### src/include/smi_pkg.sv
// Purpose: Constants and types for the system-management status latches
// Assumes: APB slave, 32-bit data, one aligned word per register index
// Notes:   Byte address of a register is four times its index
// How it works
// - Peripheral status at index 0x11, six bits (0 to 5), zero after standby-rail reset
// - Writing one to peripheral bits 2 to 6 clears them; zero leaves them
// - Mouse and keyboard bits copy their sources; host writes never touch them
// - Writing one clears only the latched port-12 bit; source clears itself
// - Index 0x12 latches gpio_evt_20,21,22,60,24,25,26,27; write one clears
// - Index 0x13 latches gpio_evt_30..33,41, tachometer, 43, 61; write one clears
// - Index 0x14 latches gpio_evt_50..56 in bits 0 to 6; write one clears
// - A latched bit reaches the combined output only while its enable is one
package smi_pkg;

  // ----------------------------------------------------------------
  // Register indexes (byte address = index * 4)
  // ----------------------------------------------------------------
  localparam logic [7:0] IDX_STS_PERIPH = 8'h11;
  localparam logic [7:0] IDX_STS_GPIO_A = 8'h12;
  localparam logic [7:0] IDX_STS_GPIO_B = 8'h13;
  localparam logic [7:0] IDX_STS_GPIO_C = 8'h14;
  localparam logic [7:0] IDX_EN_PERIPH  = 8'h18;
  localparam logic [7:0] IDX_EN_GPIO_A  = 8'h19;
  localparam logic [7:0] IDX_EN_GPIO_B  = 8'h1a;
  localparam logic [7:0] IDX_EN_GPIO_C  = 8'h1b;

  // ----------------------------------------------------------------
  // Field positions, masks and reset values
  // ----------------------------------------------------------------
  localparam int         NUM_REGS      = 4;
  localparam int         ADDR_W        = 10;
  localparam int         BIT_MOUSE     = 0;
  localparam int         BIT_KBD       = 1;
  localparam int         BIT_SMBUS     = 2;
  localparam int         BIT_RING_ONE  = 3;
  localparam int         BIT_PORT12    = 4;
  localparam int         BIT_RING_TWO  = 5;
  localparam int         BIT_TACH      = 5;
  localparam logic [7:0] IMPL_PERIPH   = 8'h3f;
  localparam logic [7:0] IMPL_GPIO_AB  = 8'hff;
  localparam logic [7:0] IMPL_GPIO_C   = 8'h7f;
  localparam logic [7:0] W1C_PERIPH    = 8'h7c;
  localparam logic [7:0] STS_RESET     = 8'h00;
  localparam logic [7:0] EN_RESET      = 8'h00;

  // Internal same-clock peripheral sources
  typedef struct packed {
    logic mouse_irq_status;
    logic keyboard_irq_status;
    logic smbus_event_status;
    logic kbd_port12_event;
  } periph_src_t;

endpackage

### src/hdl/smi_status_latches.sv
// Purpose: System-management status latches with enables and APB access
// Assumes: Single 25 MHz clock; pins pass a two-stage synchroniser
// Notes:   Zero wait-state APB slave; unmapped access answers pslverr
//
// Design decision made here: the APB interface to the registers.
`timescale 1ns/1ps
module smi_status_latches (
  input  wire logic                     clock,
  input  wire logic                     arst_n,
  input  wire logic                     psel,
  input  wire logic                     penable,
  input  wire logic                     pwrite,
  input  wire logic [smi_pkg::ADDR_W-1:0] paddr,
  input  wire logic [31:0]              pwdata,
  output logic      [31:0]              prdata,
  output logic                          pready,
  output logic                          pslverr,
  input  wire smi_pkg::periph_src_t     periph_src,
  input  wire logic                     ring_indicator_one_n,
  input  wire logic                     ring_indicator_two_n,
  input  wire logic [7:0]               gpio_a_pins,
  input  wire logic [7:0]               gpio_b_pins,
  input  wire logic [6:0]               gpio_c_pins,
  output logic                          group_sysmgmt_irq_out
);

  // ----------------------------------------------------------------
  // Pin synchronisation and edge detection
  // ----------------------------------------------------------------
  logic [24:0] pins_sync;
  logic [24:0] pins_prev;
  logic [24:0] next_pins_prev;

  sync_two_stage #(
    .WIDTH(25)
  ) u_sync (
    .clock   (clock),
    .arst_n  (arst_n),
    .async_in({ring_indicator_two_n, ring_indicator_one_n, gpio_c_pins, gpio_b_pins, gpio_a_pins}),
    .sync_out(pins_sync)
  );

  // Previous sample for edge detection; reads synchronised stage only
  always_comb begin
    next_pins_prev = pins_sync;
  end

  always_ff @(posedge clock or negedge arst_n) begin
    if (!arst_n) begin
      pins_prev <= '0; // Same as the synchroniser's reset, so release gives no false ring edge
    end else begin
      pins_prev <= next_pins_prev;
    end
  end

  // GPIO events are rising edges; ring indicators are falling edges
  logic [22:0] gpio_rise;
  logic        ring_one_fall;
  logic        ring_two_fall;
  assign gpio_rise     = pins_sync[22:0] & ~pins_prev[22:0];
  assign ring_one_fall = ~pins_sync[23] & pins_prev[23];
  assign ring_two_fall = ~pins_sync[24] & pins_prev[24];

  // ----------------------------------------------------------------
  // APB decode
  // ----------------------------------------------------------------
  // Word index from a byte address; misaligned gives an invalid index
  function automatic logic [7:0] word_index(input logic [smi_pkg::ADDR_W-1:0] a);
    word_index = (a[1:0] == 2'h0) ? a[smi_pkg::ADDR_W-1:2] : 8'hff;
  endfunction

  logic [7:0] acc_idx;
  logic       acc_done;
  logic       wr_done;
  logic       is_sts;
  logic       is_en;
  logic [1:0] reg_sel;
  assign acc_idx  = word_index(paddr);
  assign acc_done = psel && penable && pready;
  assign wr_done  = acc_done && pwrite;
  assign is_sts   = (acc_idx >= smi_pkg::IDX_STS_PERIPH) && (acc_idx <= smi_pkg::IDX_STS_GPIO_C);
  assign is_en    = (acc_idx >= smi_pkg::IDX_EN_PERIPH) && (acc_idx <= smi_pkg::IDX_EN_GPIO_C);
  assign reg_sel  = is_sts ? 2'(acc_idx - smi_pkg::IDX_STS_PERIPH) : 2'(acc_idx - smi_pkg::IDX_EN_PERIPH);

  // ----------------------------------------------------------------
  // Status and enable registers
  // ----------------------------------------------------------------
  logic [7:0] status      [smi_pkg::NUM_REGS];
  logic [7:0] enable      [smi_pkg::NUM_REGS];
  logic [7:0] next_status [smi_pkg::NUM_REGS];
  logic [7:0] next_enable [smi_pkg::NUM_REGS];
  logic [7:0] set_vec     [smi_pkg::NUM_REGS];
  logic [7:0] impl_vec    [smi_pkg::NUM_REGS];
  logic [7:0] w1c_vec     [smi_pkg::NUM_REGS];

  // Event sources per register, implemented bits and clearable bits
  always_comb begin
    set_vec[0] = 8'h00;
    set_vec[0][smi_pkg::BIT_SMBUS]    = periph_src.smbus_event_status;
    set_vec[0][smi_pkg::BIT_RING_ONE] = ring_one_fall;
    set_vec[0][smi_pkg::BIT_PORT12]   = periph_src.kbd_port12_event;
    set_vec[0][smi_pkg::BIT_RING_TWO] = ring_two_fall;
    set_vec[1]  = gpio_rise[7:0];
    set_vec[2]  = gpio_rise[15:8]; // Bit 5 is the tachometer_event
    set_vec[3]  = {1'b0, gpio_rise[22:16]};
    impl_vec[0] = smi_pkg::IMPL_PERIPH;
    impl_vec[1] = smi_pkg::IMPL_GPIO_AB;
    impl_vec[2] = smi_pkg::IMPL_GPIO_AB;
    impl_vec[3] = smi_pkg::IMPL_GPIO_C;
    w1c_vec[0]  = smi_pkg::W1C_PERIPH;
    w1c_vec[1]  = smi_pkg::IMPL_GPIO_AB;
    w1c_vec[2]  = smi_pkg::IMPL_GPIO_AB;
    w1c_vec[3]  = smi_pkg::IMPL_GPIO_C;
  end

  // Next values: set beats clear, reserved bits held at zero
  always_comb begin
    for (int i = 0; i < smi_pkg::NUM_REGS; i++) begin
      logic [7:0] clr;
      clr = 8'h00;
      if (wr_done && is_sts && (reg_sel == 2'(i))) begin
        clr = pwdata[7:0] & w1c_vec[i];
      end
      next_status[i] = ((status[i] & ~clr) | set_vec[i]) & impl_vec[i];
      next_enable[i] = enable[i];
      if (wr_done && is_en && (reg_sel == 2'(i))) begin
        next_enable[i] = pwdata[7:0] & impl_vec[i];
      end
    end
    // Mouse and keyboard bits are copies; only the source clears them
    next_status[0][smi_pkg::BIT_MOUSE] = periph_src.mouse_irq_status;
    next_status[0][smi_pkg::BIT_KBD]   = periph_src.keyboard_irq_status;
  end

  always_ff @(posedge clock or negedge arst_n) begin
    if (!arst_n) begin
      for (int i = 0; i < smi_pkg::NUM_REGS; i++) begin
        status[i] <= smi_pkg::STS_RESET;
        enable[i] <= smi_pkg::EN_RESET;
      end
    end else begin
      for (int i = 0; i < smi_pkg::NUM_REGS; i++) begin
        status[i] <= next_status[i];
        enable[i] <= next_enable[i];
      end
    end
  end

  // ----------------------------------------------------------------
  // Combined interrupt output
  // ----------------------------------------------------------------
  logic next_irq;

  // One register stage keeps the pin glitch free at the cost of a cycle
  always_comb begin
    next_irq = 1'b0;
    for (int i = 0; i < smi_pkg::NUM_REGS; i++) begin
      next_irq = next_irq | (|(status[i] & enable[i]));
    end
  end

  always_ff @(posedge clock or negedge arst_n) begin
    if (!arst_n) begin
      group_sysmgmt_irq_out <= 1'b0;
    end else begin
      group_sysmgmt_irq_out <= next_irq;
    end
  end

  // ----------------------------------------------------------------
  // APB answer
  // ----------------------------------------------------------------
  logic [31:0] next_prdata;
  logic        next_pready;
  logic        next_pslverr;

  // Answer computed in the setup cycle, presented in the first access cycle
  always_comb begin
    next_prdata  = 32'h0000_0000;
    next_pready  = 1'b0;
    next_pslverr = 1'b0;
    if (psel && !penable) begin
      next_pready = 1'b1;
      if (is_sts) begin
        next_prdata = {24'h00_0000, status[reg_sel]};
      end else if (is_en) begin
        next_prdata = {24'h00_0000, enable[reg_sel]};
      end else begin
        next_pslverr = 1'b1;
      end
      if (pwrite) begin
        next_prdata = 32'h0000_0000;
      end
    end
  end

  always_ff @(posedge clock or negedge arst_n) begin
    if (!arst_n) begin
      prdata  <= 32'h0000_0000;
      pready  <= 1'b0;
      pslverr <= 1'b0;
    end else begin
      prdata  <= next_prdata;
      pready  <= next_pready;
      pslverr <= next_pslverr;
    end
  end

  logic wr_sts0;
  logic wr_sts1;
  logic wr_sts2;
  logic wr_sts3;
  logic any_unmasked;
  assign wr_sts0      = wr_done && (acc_idx == smi_pkg::IDX_STS_PERIPH);
  assign wr_sts1      = wr_done && (acc_idx == smi_pkg::IDX_STS_GPIO_A);
  assign wr_sts2      = wr_done && (acc_idx == smi_pkg::IDX_STS_GPIO_B);
  assign wr_sts3      = wr_done && (acc_idx == smi_pkg::IDX_STS_GPIO_C);
  assign any_unmasked = |{status[0] & enable[0], status[1] & enable[1],
                          status[2] & enable[2], status[3] & enable[3]};
endmodule // smi_status_latches

### src/hdl/sync_two_stage.sv
// Purpose: Two flip-flop synchroniser for pin inputs
// Assumes: Inputs are asynchronous levels
// Notes:   Only the second stage leaves this module
`timescale 1ns/1ps
module sync_two_stage #(
  parameter int WIDTH = 8
) (
  input  wire logic             clock,
  input  wire logic             arst_n,
  input  wire logic [WIDTH-1:0] async_in,
  output logic      [WIDTH-1:0] sync_out
);

  logic [WIDTH-1:0] stage_one;

  // ----------------------------------------------------------------
  // Capture chain; first stage feeds only the second
  // ----------------------------------------------------------------
  always_ff @(posedge clock or negedge arst_n) begin
    if (!arst_n) begin
      stage_one <= '0;
      sync_out  <= '0;
    end else begin
      stage_one <= async_in;
      sync_out  <= stage_one;
    end
  end

endmodule // sync_two_stage

### config.mk
export PLATFORM = sky130hd
export DESIGN_NAME = smi_status_latches
export DESIGN_NICKNAME = d
export VERILOG_FILES = /design/src/include/smi_pkg.sv /design/src/hdl/smi_status_latches.sv /design/src/hdl/sync_two_stage.sv
export SDC_FILE = /design/constraint.sdc
export NUM_CORES = 1
export LEC_CHECK = 0
export BUFFER_PORTS_ARGS = -buffer_cell sky130_fd_sc_hd__buf_2
export CORE_MARGIN = 5
export CORE_UTILIZATION = 55
export CTS_CLUSTER_DIAMETER = 200
export DETAILED_ROUTE_END_ITERATION = 10
export PLACE_DENSITY = 0.91
export SLEW_MARGIN = 5
export SYNTH_ARGS = -nofsm -noshare
export SYNTH_HDL_FRONTEND = slang
export SYNTH_SLANG_ARGS = --single-unit
### constraint.sdc
create_clock -name clock -period 2.5 [get_ports clock]
set_input_delay 0.75 -clock clock [delete_from_list [all_inputs] [get_ports clock]]
set_output_delay 0.75 -clock clock [all_outputs]
set_load 0.03 [all_outputs]
# Yosys cells after proc, flatten, opt, wreduce, memory -nomap -nowiden
# Cells that the tools add are included.
[word_totals] ff_bits=168 elab_cells=94 input_bits=76 out_inout_bits=35
[op_classes] reduce_logical=23 n_bitwise=26 n_eq_ne=3 magnitude_cmp=5 n_addsub=2 muxes=20
[ops] cell="two-way mux 32 bit" n=3
[ops] cell="two-way mux 8 bit" n=8
[ops] cell="AND 8 bit" n=4
[ops] cell="binary-select mux 8 bit (select 2 bit)" n=2
[ops] cell="OR reduction 8 bit" n=4
[ops] cell="AND 23 bit" n=1
[ops] cell="NOT 23 bit" n=1
[ops] cell="greater-or-equal comparator 8 x 5 -> 1 bit, second input constant" n=2
[ops] cell="less-or-equal comparator 8 x 5 -> 1 bit, second input constant" n=2
[ops] cell="logical AND 1 bit" n=16
[ops] cell="NOT 8 bit" n=2
[ops] cell="bitwise OR 8 bit" n=2
[ops] cell="AND 7 bit" n=2
[ops] cell="AND 6 bit" n=2
[ops] cell="two-way mux 7 bit" n=1
[ops] cell="NOT 7 bit" n=1
[ops] cell="bitwise OR 7 bit" n=1
[ops] cell="two-way mux 6 bit" n=1
[ops] cell="NOT 6 bit" n=1
[ops] cell="bitwise OR 6 bit" n=1
[ops] cell="equality test 2 bit, second input constant" n=2
[ops] cell="zero test 2 bit" n=2
[ops] cell="two-way mux 1 bit" n=4
[ops] cell="subtractor 2 x 1 -> 2 bit, second input constant" n=2
[ops] cell="8 further kinds" n=12

# Logic depth before layout (Yosys ltp)
# Gate-level depths: netlist (run 1).
[depth] ltp_word=13 mapped_depth=10 ltp_nobuf=8

# Cells and area by module
# From an unflattened synthesis (run 1), not the netlist that was laid out.
[unflattened] cells_unflattened=438 area_unflattened_um2=5710.5
[modules_own_cells] module="smi_status_latches" cells_each=388 n_inst=1 seq_area_each_um2=2352.3 area_each_um2=4459.3
[modules_own_cells] module="sync_two_stage" cells_each=50 n_inst=1 seq_area_each_um2=1251.2 area_each_um2=1251.2

# Worst setup path after synthesis (run 1)
# OpenSTA, ideal clock, no wires.
[synth_timing] path_kind="input to register" from="input paddr[1] in the netlist's numbering" to="register prdata[0]" slack_ns=-0.733 arrival_time_ns=3.129 required_time_ns=2.396 cell_stages=10 setup_time_ns=0.104 n_path_buf=3 cell_sequence="or2_2 -> buf_2 -> nor2_2 -> ha_1 -> nor3b_1 -> or3_1 -> buf_2 -> or4_4 -> buf_6 -> o41ai_2"
[synth_via] elab_chain_len=13 word_cells_on_any_way=22 classes_between="2 x add/sub; 4 x order compare; 12 x mux; 1 x bitwise; 3 x reduce/logical"
[synth_rtl] item="from (decl)" line_no="smi_status_latches.sv:13" text="input wire logic [smi_pkg::ADDR_W-1:0] paddr,"
[synth_rtl] item="zero test 2 bit *" line_no="smi_status_latches.sv:69" text="word_index = (a[1:0] == 2'h0) ? a[smi_pkg::ADDR_W-1:2] : 8'hff;"
[synth_rtl] item="two-way mux 8 bit *" line_no="smi_status_latches.sv:69"
[synth_rtl] item="greater-or-equal comparator 8 x 5 -> 1 bit / less-or-equal comparator 8 x 5 -> 1 bit (equally long branches)" line_no="smi_status_latches.sv:81" text="assign is_sts = (acc_idx >= smi_pkg::IDX_STS_PERIPH) && (acc_idx <= smi_pkg::IDX_STS_GPIO_C);"
[synth_rtl] item="logical AND 1 bit" line_no="smi_status_latches.sv:81"
[synth_rtl] item="two-way mux 2 bit" line_no="smi_status_latches.sv:83" text="assign reg_sel = is_sts ? 2'(acc_idx - smi_pkg::IDX_STS_PERIPH) : 2'(acc_idx - smi_pkg::IDX_EN_PERIPH);"
[synth_rtl] item="NOT 2 -> 3 bit (not written as such)" line_no="smi_status_latches.sv:185, smi_status_latches.sv:187"
[synth_rtl] item="binary-select mux 8 bit (select 2 bit)" line_no="smi_status_latches.sv:187" text="next_prdata = {24'h00_0000, enable[reg_sel]};"
[synth_rtl] item="two-way mux 8 bit (not written as such) (2 in a row)" line_no="smi_status_latches.sv:187"
[synth_rtl] item="two-way mux 8 bit" line_no="smi_status_latches.sv:186" text="end else if (is_en) begin"
[synth_rtl] item="two-way mux 32 bit *" line_no="smi_status_latches.sv:184" text="if (is_sts) begin"
[synth_rtl] item="two-way mux 32 bit *" line_no="smi_status_latches.sv:191" text="if (pwrite) begin"
[synth_rtl] item="two-way mux 32 bit *" line_no="smi_status_latches.sv:182" text="if (psel && !penable) begin"
[synth_rtl] item="via next_prdata[0]" line_no="smi_status_latches.sv:173" text="logic [31:0] next_prdata;"
[synth_rtl] item="to (signal assigned)" line_no="smi_status_latches.sv:203" text="prdata <= next_prdata;"
[synth_rtl] item="to (decl)" line_no="smi_status_latches.sv:15" text="output logic [31:0] prdata,"
# The timed path passes the listed nets; every way through them passes the cells marked *. The select of a mux whose other input is x is not followed.
# A chain may end at the register's enable or synchronous reset.

# Worst setup path in the final report (run 1)
[layout_timing] from="input paddr[0] in the netlist's numbering" to="register enable[20] in the netlist's numbering"
[layout_via] elab_chain_len=7 word_cells_on_any_way=14 classes_between="2 x add/sub; 4 x order compare; 1 x eq/ne; 2 x mux; 5 x reduce/logical"
[layout_rtl] item="zero test 2 bit *" line_no="smi_status_latches.sv:69"
[layout_rtl] item="two-way mux 8 bit *" line_no="smi_status_latches.sv:69"
[layout_rtl] item="greater-or-equal comparator 8 x 5 -> 1 bit / less-or-equal comparator 8 x 5 -> 1 bit (equally long branches)" line_no="smi_status_latches.sv:81"
[layout_rtl] item="logical AND 1 bit" line_no="smi_status_latches.sv:81"
[layout_rtl] item="two-way mux 2 bit" line_no="smi_status_latches.sv:83"
[layout_rtl] item="equality test 2 x 1 -> 1 bit" line_no="smi_status_latches.sv:126" text="if (wr_done && is_en && (reg_sel == 2'(i))) begin"
[layout_rtl] item="logical AND 1 bit *" line_no="smi_status_latches.sv:126"
[layout_rtl] item="to (signal, indexed assignment)" line_no="smi_status_latches.sv:139" text="enable[i] <= smi_pkg::EN_RESET;"
[layout_rtl] item="to (signal, indexed assignment)" line_no="smi_status_latches.sv:144" text="enable[i] <= next_enable[i];"
[layout_rtl] item="to (decl)" line_no="smi_status_latches.sv:89" text="logic [7:0] enable [smi_pkg::NUM_REGS];"
# Every way passes the cells marked *; elsewhere a longest branch is shown, timed or not.

==> results of run 1 <==
-- report_power, final --
group          switching (mW)  total [mW]  internal, mW  leakage (nW)
clock                   0.963        2.54          1.58         0.287
sequential             0.0250        2.42          2.40          1.69
combinational           0.205       0.296        0.0903          1.37
-- repair_timing --
action / 4_1_cts / 5_1_grt
cloned: 0 / 0
setup endpoints to repair: 5 / 35
buffers inserted: 0 / 0
pin swaps: 1 / 2
endpoints found under the hold margin: 0 / 0
resized for setup: 0 / 5
-- cell usage after synthesis (all sizes together), types with 5 or more instances --
cell type / n
dfrtp: 144
and2: 8
mux2i: 6
o21ai: 12
nand2: 44
o41ai: 7
o2111ai: 6
a22o: 27
a211oi: 7
clkbuf: 6
nor2: 19
nand3: 5
nor3: 10
mux2: 29
nor2b: 7
a22oi: 9
buf: 28
inv: 28
-- registers in the layout, summed over array words and instances, names as in the netlist --
name,cells
enable,29
group_sysmgmt_irq_out,1
pins_prev,25
prdata,8
pready,1
pslverr,1
status,29
u_sync.stage_one,25
u_sync.sync_out,25
-- per-stage QoR --
| stage | total power [mW] | hold slack [ns] | worst slack (ns) | cell area (µm²) |
|---|---|---|---|---|
| after floorplan | 2.62 | 0.331 | -0.575 | 5820 |
| after detailed placement | 2.75 | 0.335 | -0.562 | 6370 |
| after global routing | 5.43 | 0.182 | 0.00336 | 7000 |
| after global placement | 2.74 | 0.331 | -0.544 | 6370 |
| after CTS | 5.29 | 0.164 | 0.0106 | 6980 |
| final | 5.26 | 0.169 | 0.0454 | 7000 |
-- placed cells by master, fill, tap and decap left out, types with 4 or more instances in the layout --
cell / instances
and2_1: 7
o41ai_2: 6
o21ai_0: 11
nor2_1: 17
clkbuf_16: 16
nor3_1: 7
inv_1: 28
dfrtp_1: 144
mux2_2: 29
nand3_1: 5
buf_12: 4
o2111ai_1: 6
buf_2: 61
a211oi_1: 7
mux2i_1: 6
nand2_1: 42
a22oi_1: 9
buf_4: 30
conb_1: 24
a22o_1: 27
nor2b_1: 7
-- cell families (layout without fill, tap and decap cells) --
| logic type | after synthesis | count (layout) | share of synthesized area, % |
|---|---|---|---|
| buffers and inverters | 62 | 157 | 5.87 |
| adder cells (fa/ha/maj) | 4 | 4 | 0.883 |
| AO/OA/AOI/OAI | 82 | 82 | 12.3 |
| other | 1 | 24 | 0.0662 |
| multiplexers | 35 | 35 | 6.82 |
| AND/OR/NAND/NOR | 113 | 113 | 10.4 |
| flip-flops | 144 | 144 | 63.6 |
-- layout make-up --
type | instances | share of cell area, %
sequential | 144 | 51.5
multi-input combinational | 258 | 26.9
timing repair buffer | 97 | 9.05
inverter | 28 | 1.50
tap | 136 | 2.43
clock inverter | 12 | 2.25
clock buffer | 20 | 6.37
-- how the worst max path moves through the flow --
stage,from,to,slack (ns),depth (start not counted)
after floorplan,paddr[1],prdata[0],-0.58,10
after global placement,paddr[1],prdata[1],-0.54,8
after detailed placement,paddr[1],prdata[2],-0.56,8
after CTS,paddr[1],enable[20],0.01,11
after global routing,paddr[0],enable[20],0.003,11
final,paddr[0],enable[20],0.05,11
-- critical path, stage by stage --
cell,delay [ns]
buf_2,0.10
buf_4,0.14
nor3_4,0.24
inv_1,0.13
buf_4,0.16
ha_2,0.37
and2_4,0.17
nand2_1,0.07
a21boi_2,0.20
buf_12,0.16
mux2_2,0.35
-- layer usage --
metal	vias up	part of all wire, %	global-route usage, %
met5	-	0	0
met2	209	48	34.5
met1	1948	41	30.2
li1	1724	-	-
met4	0	3.0	9.57
met3	39	8.1	6.09
==> flow_metrics.env, run 1 <==
export IMPL_status="complete, no violations"
export IMPL_ys_seq_area_share_pct=63.6
export IMPL_diodes=0
export IMPL_core_area_mm2=0.0102
export IMPL_async_flop_share_pct=100
export IMPL_htree_levels=4
export IMPL_first_pass_iters=5
export IMPL_drc=0
export IMPL_seqCellArea_mm2=0.00360
export IMPL_synthToLayoutAreaGrowth_pct=23.5
export IMPL_final_hold_violation_count=0
export IMPL_wire_per_inst_um=19.1
export IMPL_clock_sinks=144
export IMPL_worst_setup_path_type="in2reg"
export IMPL_antenna_found_initial=0
export IMPL_grt_overflow_total=0
export IMPL_grt_pass1_vias=4038
export IMPL_post_route_min_period_ns=2.45
export IMPL_fp_dieW_um=111
export IMPL_slew_viol_final=0
export IMPL_vias=3920
export IMPL_fin_cells=695
export IMPL_clock_latency_ns=0.52
export IMPL_cp_start_kind="input pin"
export IMPL_path_max_fanout=8
export IMPL_antenna_left=0
export IMPL_max_clock_freq_ghz=0.407
export IMPL_cap_violations=0
export IMPL_p_leak_nw=3.35
export IMPL_grt_max_degree=54
export IMPL_reg2reg_depth=6
export IMPL_cp_arrival_ns=2.86
export IMPL_dp_hpwl_um=9060
export IMPL_rsz0062_at_grt="false"
export IMPL_finalCritPeriodShare_pct=98.2
export IMPL_synth_distinct_cells=52
export IMPL_gp_congestion=0.899
export IMPL_cts_buffers=17
export IMPL_dp_cells=663
export IMPL_postCtsHoldBufs=0
export IMPL_cp_required_ns=2.90
export IMPL_utilization_pct=68.7
export IMPL_cts_root_buffer="clkbuf_8"
export IMPL_io_pins=111
export IMPL_ff2ff_setup_slack_ns=0.81
export IMPL_cts_clk_slew_worst_paths_ns=0.06
export IMPL_yosys_register_bits=144
export IMPL_min_path_type="in2async"
export IMPL_die_area_mm2=0.0124
export IMPL_synthesis_area_mm2=0.00567
export IMPL_critical_path_endpoint_type="flip-flop"
export IMPL_yosys_warnings=0
export IMPL_start_util_pct=55.6
export IMPL_multi_input_area_mm2=0.00188
export IMPL_clockBufferDepth=2
export IMPL_r2r_start="pready"
export IMPL_track_usage_pct=22.4
export IMPL_routed_wl_um=13300
export IMPL_num_fill_cells=721
export IMPL_synth_edf_count=0
export IMPL_setup_tns_ns=0
export IMPL_die_h_um=111
export IMPL_p_per_area_mw_per_mm2=751
export IMPL_finClkSkew_ns=0.00622
export IMPL_syn_avg_cell_area_um2=12.8
export IMPL_synth_cells=441
export IMPL_grt_first_pass_wirelength_um=21500
export IMPL_via_per_inst=5.64
export IMPL_synth_area_leader_cell="dfrtp_1"
export IMPL_peakVddDrop_uv=590
export IMPL_yosys_most_used_dff="dfrtp_1"
export IMPL_num_rows=37
export IMPL_nets=626
export IMPL_synth_area_top_cells="dfrtp_1, mux2_2, a22o_1"
export IMPL_drive_gt1_share_pct=32.7
export IMPL_finalSetupViolations=0
export IMPL_timing_rr_end="status[12]"
export IMPL_dr_first_iter_drc_count=400
export IMPL_portBuffers=62
export IMPL_cts_tree="done"
export IMPL_synth_top_area_share_pct=63.6
(Power assumes the default switching activity.)
==> run 2: changes to the inputs <==
--- a/config.mk
+++ b/config.mk
@@ -7,10 +7,10 @@
 export LEC_CHECK = 0
 export BUFFER_PORTS_ARGS = -buffer_cell sky130_fd_sc_hd__buf_2
 export CORE_MARGIN = 5
-export CORE_UTILIZATION = 55
+export CORE_UTILIZATION = 35
 export CTS_CLUSTER_DIAMETER = 200
 export DETAILED_ROUTE_END_ITERATION = 10
-export PLACE_DENSITY = 0.91
+export PLACE_DENSITY = 0.66
 export SLEW_MARGIN = 5
 export SYNTH_ARGS = -nofsm -noshare
 export SYNTH_HDL_FRONTEND = slang
==> run 2 against run 1 <==
Compared with the run above: the flow now finishes with violations (negative setup slack); clock skew is 0.0012 ns lower; combinational power up 7.8%; cell area up 5.2%; via count is 0.59% lower; global-route usage fell by 7.3 points; die area increased by 51%; routed wire length rose by 2.5%; first-iteration DRC count fell by 11%; flip-flop and latch count unchanged.
==> flow_metrics.env, run 2 (same netlist as run 1, synthesis figures left out) <==
export IMPL_antenna_found_initial=0
export IMPL_die_h_um=137
export IMPL_finalSetupViolations=37
export IMPL_first_pass_iters=5
export IMPL_wire_per_inst_um=17.4
export IMPL_cp_start_kind="input pin"
export IMPL_cts_clk_slew_worst_paths_ns=0.06
export IMPL_met3_usage_pct=5.51
export IMPL_antenna_left=0
export IMPL_cp_arrival_ns=2.90
export IMPL_timing_rr_end="status[29]"
export IMPL_grt_pass1_vias=4062
export IMPL_slowest_stage="or3_4"
export IMPL_violations="negative setup slack"
export IMPL_path_delay_family="simple AND/OR/NAND/NOR gates"
export IMPL_via_per_inst=4.98
export IMPL_max_clock_freq_ghz=0.386
export IMPL_critPathBufInv=4
export IMPL_peakVddDrop_uv=496
export IMPL_start_util_pct=35.7
export IMPL_slew_viol_final=0
export IMPL_synthToLayoutAreaGrowth_pct=29.9
export IMPL_path_common_cell="buf_6"
export IMPL_seqCellArea_mm2=0.00360
export IMPL_setup_tns_ns=-1.81
export IMPL_htree_levels=4
export IMPL_finClkSkew_ns=0.00504
export IMPL_diodes=0
export IMPL_ff2ff_setup_slack_ns=0.86
export IMPL_p_leak_nw=3.48
export IMPL_multi_input_area_mm2=0.00204
export IMPL_worst_setup_path_type="in2reg"
export IMPL_layout_commonest_cell="dfrtp_1"
export IMPL_cts_tree="done"
export IMPL_setup_slack_ns=-0.0939
export IMPL_cts_root_buffer="clkbuf_16"
export IMPL_top_regs="enable: 29 flops, status: 29 flops"
export IMPL_clock_sinks=144
export IMPL_final_hold_violation_count=0
export IMPL_gp_congestion=0.897
export IMPL_r2r_start="pready"
export IMPL_reg2reg_depth=6
export IMPL_final_cell_mix="dfrtp_1, buf_2, buf_4, nand2_1, mux2_2"
export IMPL_use_met2_pct=22.9
export IMPL_vias=3897
export IMPL_post_route_min_period_ns=2.59
export IMPL_dp_hpwl_um=9260
export IMPL_grt_most_used_layer="met2"
export IMPL_min_path_type="in2async"
export IMPL_postCtsHoldBufs=0
export IMPL_cts_buffers=17
export IMPL_cap_violations=0
export IMPL_drc=0
export IMPL_hold_ws_ns=0.276
export IMPL_portBuffers=62
export IMPL_rsz0062_at_grt="true"
export IMPL_cp_cell_sequence="buf_8 -> or2_4 -> nor2_4 -> ha_4 -> nor3b_4 -> or3_4 -> buf_6 -> buf_6 -> nor4b_4 -> buf_6 -> nand2_2 -> a22o_1"
export IMPL_track_usage_pct=15.0
export IMPL_num_rows=46
export IMPL_die_area_mm2=0.0188
export IMPL_fp_dieW_um=137
export IMPL_clockBufferDepth=2
export IMPL_core_area_mm2=0.0159
export IMPL_io_pins=111
export IMPL_utilization_pct=46.3
export IMPL_routed_wl_um=13600
export IMPL_dr_first_iter_drc_count=356
export IMPL_critPathMaxStageDelay_ns=0.41
export IMPL_drive_gt1_share_pct=36.0
export IMPL_nets=634
export IMPL_p_per_area_mw_per_mm2=732
export IMPL_finalCritPeriodShare_pct=104
export IMPL_grt_max_degree=50
export IMPL_cp_required_ns=2.81
export IMPL_status="complete, but fails checks"
export IMPL_fin_cells=783
export IMPL_critical_path_endpoint_type="flip-flop"
export IMPL_dp_cells=745
export IMPL_grt_first_pass_wirelength_um=21400
export IMPL_met1_usage_pct=19.8
export IMPL_num_fill_cells=1469
export IMPL_grt_overflow_total=0
export IMPL_path_max_fanout=7
export IMPL_clock_latency_ns=0.42
## run 2: cell types whose count changed in the layout (fill, tap and decap cells not counted), moves of 5 or more
cell     before  now
buf_4        30   35
buf_6         2    7
nand2_1      42   32
nand2_2       2   10
o41ai_2       6    1
o41ai_4       0    6
## run 2: per-layer routing
layer  share of wire, %  vias up  wire length, µm
met4                2.3        0              317
met1                 42     1945             5760
met5                  0        -                0
li1                   -     1743                -
met2                 47      180             6430
met3                8.2       29             1110
## run 2: layout make-up
class / instances / share of cell area, %
clock buffers: 19 / 6.02
clock inverters: 13 / 2.52
inverters: 28 / 1.43
multi-input cells: 258 / 27.8
flip-flops and latches: 144 / 48.9
well taps: 216 / 3.67
repair buffers: 105 / 9.67
## run 2: report_power, final
part,internal [mW],switching [mW],total (mW)
sequential,2.40,0.0238,2.42
combinational,0.104,0.215,0.319
clock,1.70,0.953,2.65
total,4.20,1.19,5.39
## run 2: worst max-delay path by stage
stage	from	endpoint	slack, ns	depth (start not counted)
finish	paddr[0]	status[4]	-0.09	12
global route	paddr[0]	status[10]	-0.18	11
CTS	paddr[0]	status[2]	-0.05	12
detailed placement	paddr[1]	prdata[5]	-0.66	8
global placement	paddr[1]	prdata[5]	-0.62	8
floorplan	paddr[1]	prdata[0]	-0.58	10
## run 2: per-stage QoR
step	setup WS (ns)	cell area, µm²	total power, mW
after floorplan	-0.575	5820	2.62
after global placement	-0.623	6480	2.75
after detailed placement	-0.660	6480	2.76
after CTS	-0.0495	7250	5.44
after global routing	-0.175	7360	5.61
final	-0.0939	7360	5.39
## run 2: repair_timing
item	in CTS	in global routing
pin swaps	12	14
buffers inserted	3	3
gates cloned	0	0
resized for setup	21	21
setup endpoints to repair	47	41
## run 2: worst register-to-register path, stage by stage, from the launching register on
cell,delay (ns)
dfrtp_1,0.35
nand4_1,0.18
buf_4,0.23
nor4_1,0.33
buf_4,0.21
nand2_1,0.06
a22o_1,0.18
==> run 3: changes to the inputs <==
--- a/config.mk
+++ b/config.mk
@@ -5,6 +5,7 @@
 export SDC_FILE = /design/constraint.sdc
 export NUM_CORES = 1
 export LEC_CHECK = 0
+export ABC_AREA = 1
 export BUFFER_PORTS_ARGS = -buffer_cell sky130_fd_sc_hd__buf_2
 export CORE_MARGIN = 5
 export CORE_UTILIZATION = 35
==> run 3 against run 2 <==
Compared with the run above: largest power group unchanged; worst hold slack improved by 0.0093 ns; synthesized area rose by 2.9%; register-to-register slack is essentially flat; routed wire length decreased by 0.62%; synthesized cell count up 36%; critical endpoint is now prdata[5]; the flow now finishes without violations; non-clock buffer count is the same.
==> flow_metrics.env, run 3 <==
export IMPL_status="complete, no violations"
export IMPL_synth_most_common_cell="nand2_1"
export IMPL_drc=0
export IMPL_dp_hpwl_um=9520
export IMPL_finalCritPeriodShare_pct=96.3
export IMPL_max_clock_freq_ghz=0.415
export IMPL_fin_cells=942
export IMPL_final_hold_violation_count=0
export IMPL_path_max_fanout=9
export IMPL_gp_congestion=0.869
export IMPL_via_per_inst=4.42
export IMPL_slowest_stage="clkbuf_16"
export IMPL_start_util_pct=35.4
export IMPL_synth_edf_count=0
export IMPL_portBuffers=62
export IMPL_clockBufferDepth=2
export IMPL_post_route_min_period_ns=2.41
export IMPL_finClkSkew_ns=0.00523
export IMPL_path_common_cell="nand2_1"
export IMPL_cts_root_buffer="clkbuf_16"
export IMPL_cp_start_kind="input pin"
export IMPL_synth_area_top_cells="dfrtp_1, nand2_1, o21ai_0"
export IMPL_clock_latency_ns=0.42
export IMPL_critPathBufInv=6
export IMPL_synth_cells=600
export IMPL_yosys_most_used_dff="dfrtp_1"
export IMPL_synth_top_area_share_pct=61.8
export IMPL_cp_cell_sequence="buf_4 -> nor2_4 -> inv_4 -> nor2_4 -> buf_6 -> ha_4 -> inv_1 -> nand2_1 -> nand4_1 -> nand2_2 -> buf_6 -> nand3_4 -> clkbuf_16 -> nand3_1 -> nand2_1 -> nand2_1 -> nand2_1 -> a21oi_1 -> nor2_1"
export IMPL_nets=789
export IMPL_peakVddDrop_uv=471
export IMPL_num_rows=47
export IMPL_final_cell_mix="nand2_1, dfrtp_1, inv_1, buf_2, o21ai_1"
export IMPL_top_regs="enable: 29 flops, status: 29 flops"
export IMPL_grt_pass1_vias=4125
export IMPL_cts_tree="done"
export IMPL_cp_arrival_ns=2.72
export IMPL_cts_buffers=17
export IMPL_worst_setup_path_type="in2reg"
export IMPL_wire_per_inst_um=14.4
export IMPL_die_area_mm2=0.0193
export IMPL_cp_required_ns=2.81
export IMPL_p_per_area_mw_per_mm2=728
export IMPL_synth_commonest_cells="nand2_1, dfrtp_1, inv_1"
export IMPL_first_pass_iters=5
export IMPL_critical_path_endpoint_type="flip-flop"
export IMPL_p_leak_nw=3.77
export IMPL_synthToLayoutAreaGrowth_pct=29.2
export IMPL_ys_seq_area_share_pct=61.8
export IMPL_grt_first_pass_wirelength_um=21500
export IMPL_layout_commonest_cell="nand2_1"
export IMPL_vias=4168
export IMPL_die_h_um=139
export IMPL_drive_gt1_share_pct=26.3
export IMPL_antenna_left=0
export IMPL_diodes=0
export IMPL_cts_clk_slew_worst_paths_ns=0.06
export IMPL_synthesis_area_mm2=0.00583
export IMPL_path_delay_family="simple AND/OR/NAND/NOR gates"
export IMPL_yosys_register_bits=144
export IMPL_fp_dieW_um=139
export IMPL_critPathMaxStageDelay_ns=0.22
export IMPL_routed_wl_um=13500
export IMPL_clock_sinks=144
export IMPL_synth_area_leader_cell="dfrtp_1"
export IMPL_synth_distinct_cells=30
export IMPL_grt_overflow_total=0
export IMPL_antenna_found_initial=1
export IMPL_htree_levels=4
export IMPL_dp_cells=899
export IMPL_async_flop_share_pct=100
export IMPL_track_usage_pct=14.3
export IMPL_finalSetupViolations=0
export IMPL_cap_violations=0
export IMPL_core_area_mm2=0.0165
export IMPL_min_path_type="in2async"
export IMPL_yosys_warnings=0
export IMPL_io_pins=111
export IMPL_hold_ws_ns=0.286
export IMPL_syn_avg_cell_area_um2=9.72
export IMPL_dr_first_iter_drc_count=230
export IMPL_slew_viol_final=0
export IMPL_grt_max_degree=52
-- run 3: cell types whose count changed in the layout (fill, tap and decap cells not counted), moves of 7 or more --
cell,delta
a211oi_1,-7
a22o_1,-25
a22oi_1,-9
and2_1,-8
buf_4,-7
inv_1,+32
mux2_2,-29
nand2_1,+119
nand2_2,+8
nand3_1,+29
o21ai_0,+30
o21ai_1,+40
-- run 3: final cells by class --
type	instances	area (µm²)
fill	1618	8930
sequential	144	3600
multi-input combinational	376	1950
timing repair buffer	105	797
clock buffer	17	425
tap	220	275
inverter	65	249
clock inverter	15	234
-- run 3: logic make-up (layout without fill, tap and decap cells) --
kind of cell	after synthesis	after routing	synth area share, %
and+or+nand+nor	254	254	19.8
DFF	144	144	61.8
buffers and inverters	103	202	8.93
AOI/OAI and AO/OA	94	94	8.52
adders and majority gates	4	4	0.859
other	1	24	0.0643
-- run 3: stage by stage --
step | instance area [µm²] | setup slack (ns) | power [mW] | setup TNS, ns | util, %
4_1_cts | 7230 | 0.0923 | 5.53 | 0 | 43.9
2_1_floorplan | 5980 | -0.0684 | 2.60 | -2.45 | -
6_report | 7530 | 0.0930 | 5.48 | 0 | 45.7
5_1_grt | 7530 | -0.0269 | 5.69 | -0.158 | 45.7
3_5_place_dp | 6570 | -0.336 | 2.72 | -17.49 | 39.9
3_3_place_gp | 6570 | -0.300 | 2.72 | -14.91 | 39.9
-- run 3: path summary, 6_finish.rpt --
path	start	slack (ns)	cells past startpoint	endpoint
worst max register to register	enable[4]	0.87	5	group_sysmgmt_irq_out
worst max-delay path	paddr[0]	0.09	19	prdata[5]
worst min register to register	u_sync.stage_one[2]	0.35	0	u_sync.sync_out[2]
max in group asynchronous	arst_n	1.61	2	pins_prev[24]
worst min-delay path	arst_n	0.29	1	pins_prev[22]
min in group clock	u_sync.stage_one[2]	0.35	0	u_sync.sync_out[2]
-- run 3: power by group --
group	internal [mW]	leakage [nW]	total, mW	switching, mW
clock	1.79	0.316	2.79	1.00
combinational	0.0903	1.77	0.282	0.192
sequential	2.40	1.69	2.42	0.0206
-- run 3: metal layers --
metal  vias to the layer above  track usage [%]  wire length [µm]
li1                       2083                -                 -
met1                      1945             19.4              6150
met2                       120             22.1              6320
met3                        18             3.93               804
met4                         2             5.15               246
met5                         -                0                 9
-- run 3: what timing repair did --
action,CTS,global route
resized for setup,0,58
setup buffers,0,8
hold buffers,0,0
setup endpoints to repair,0,53
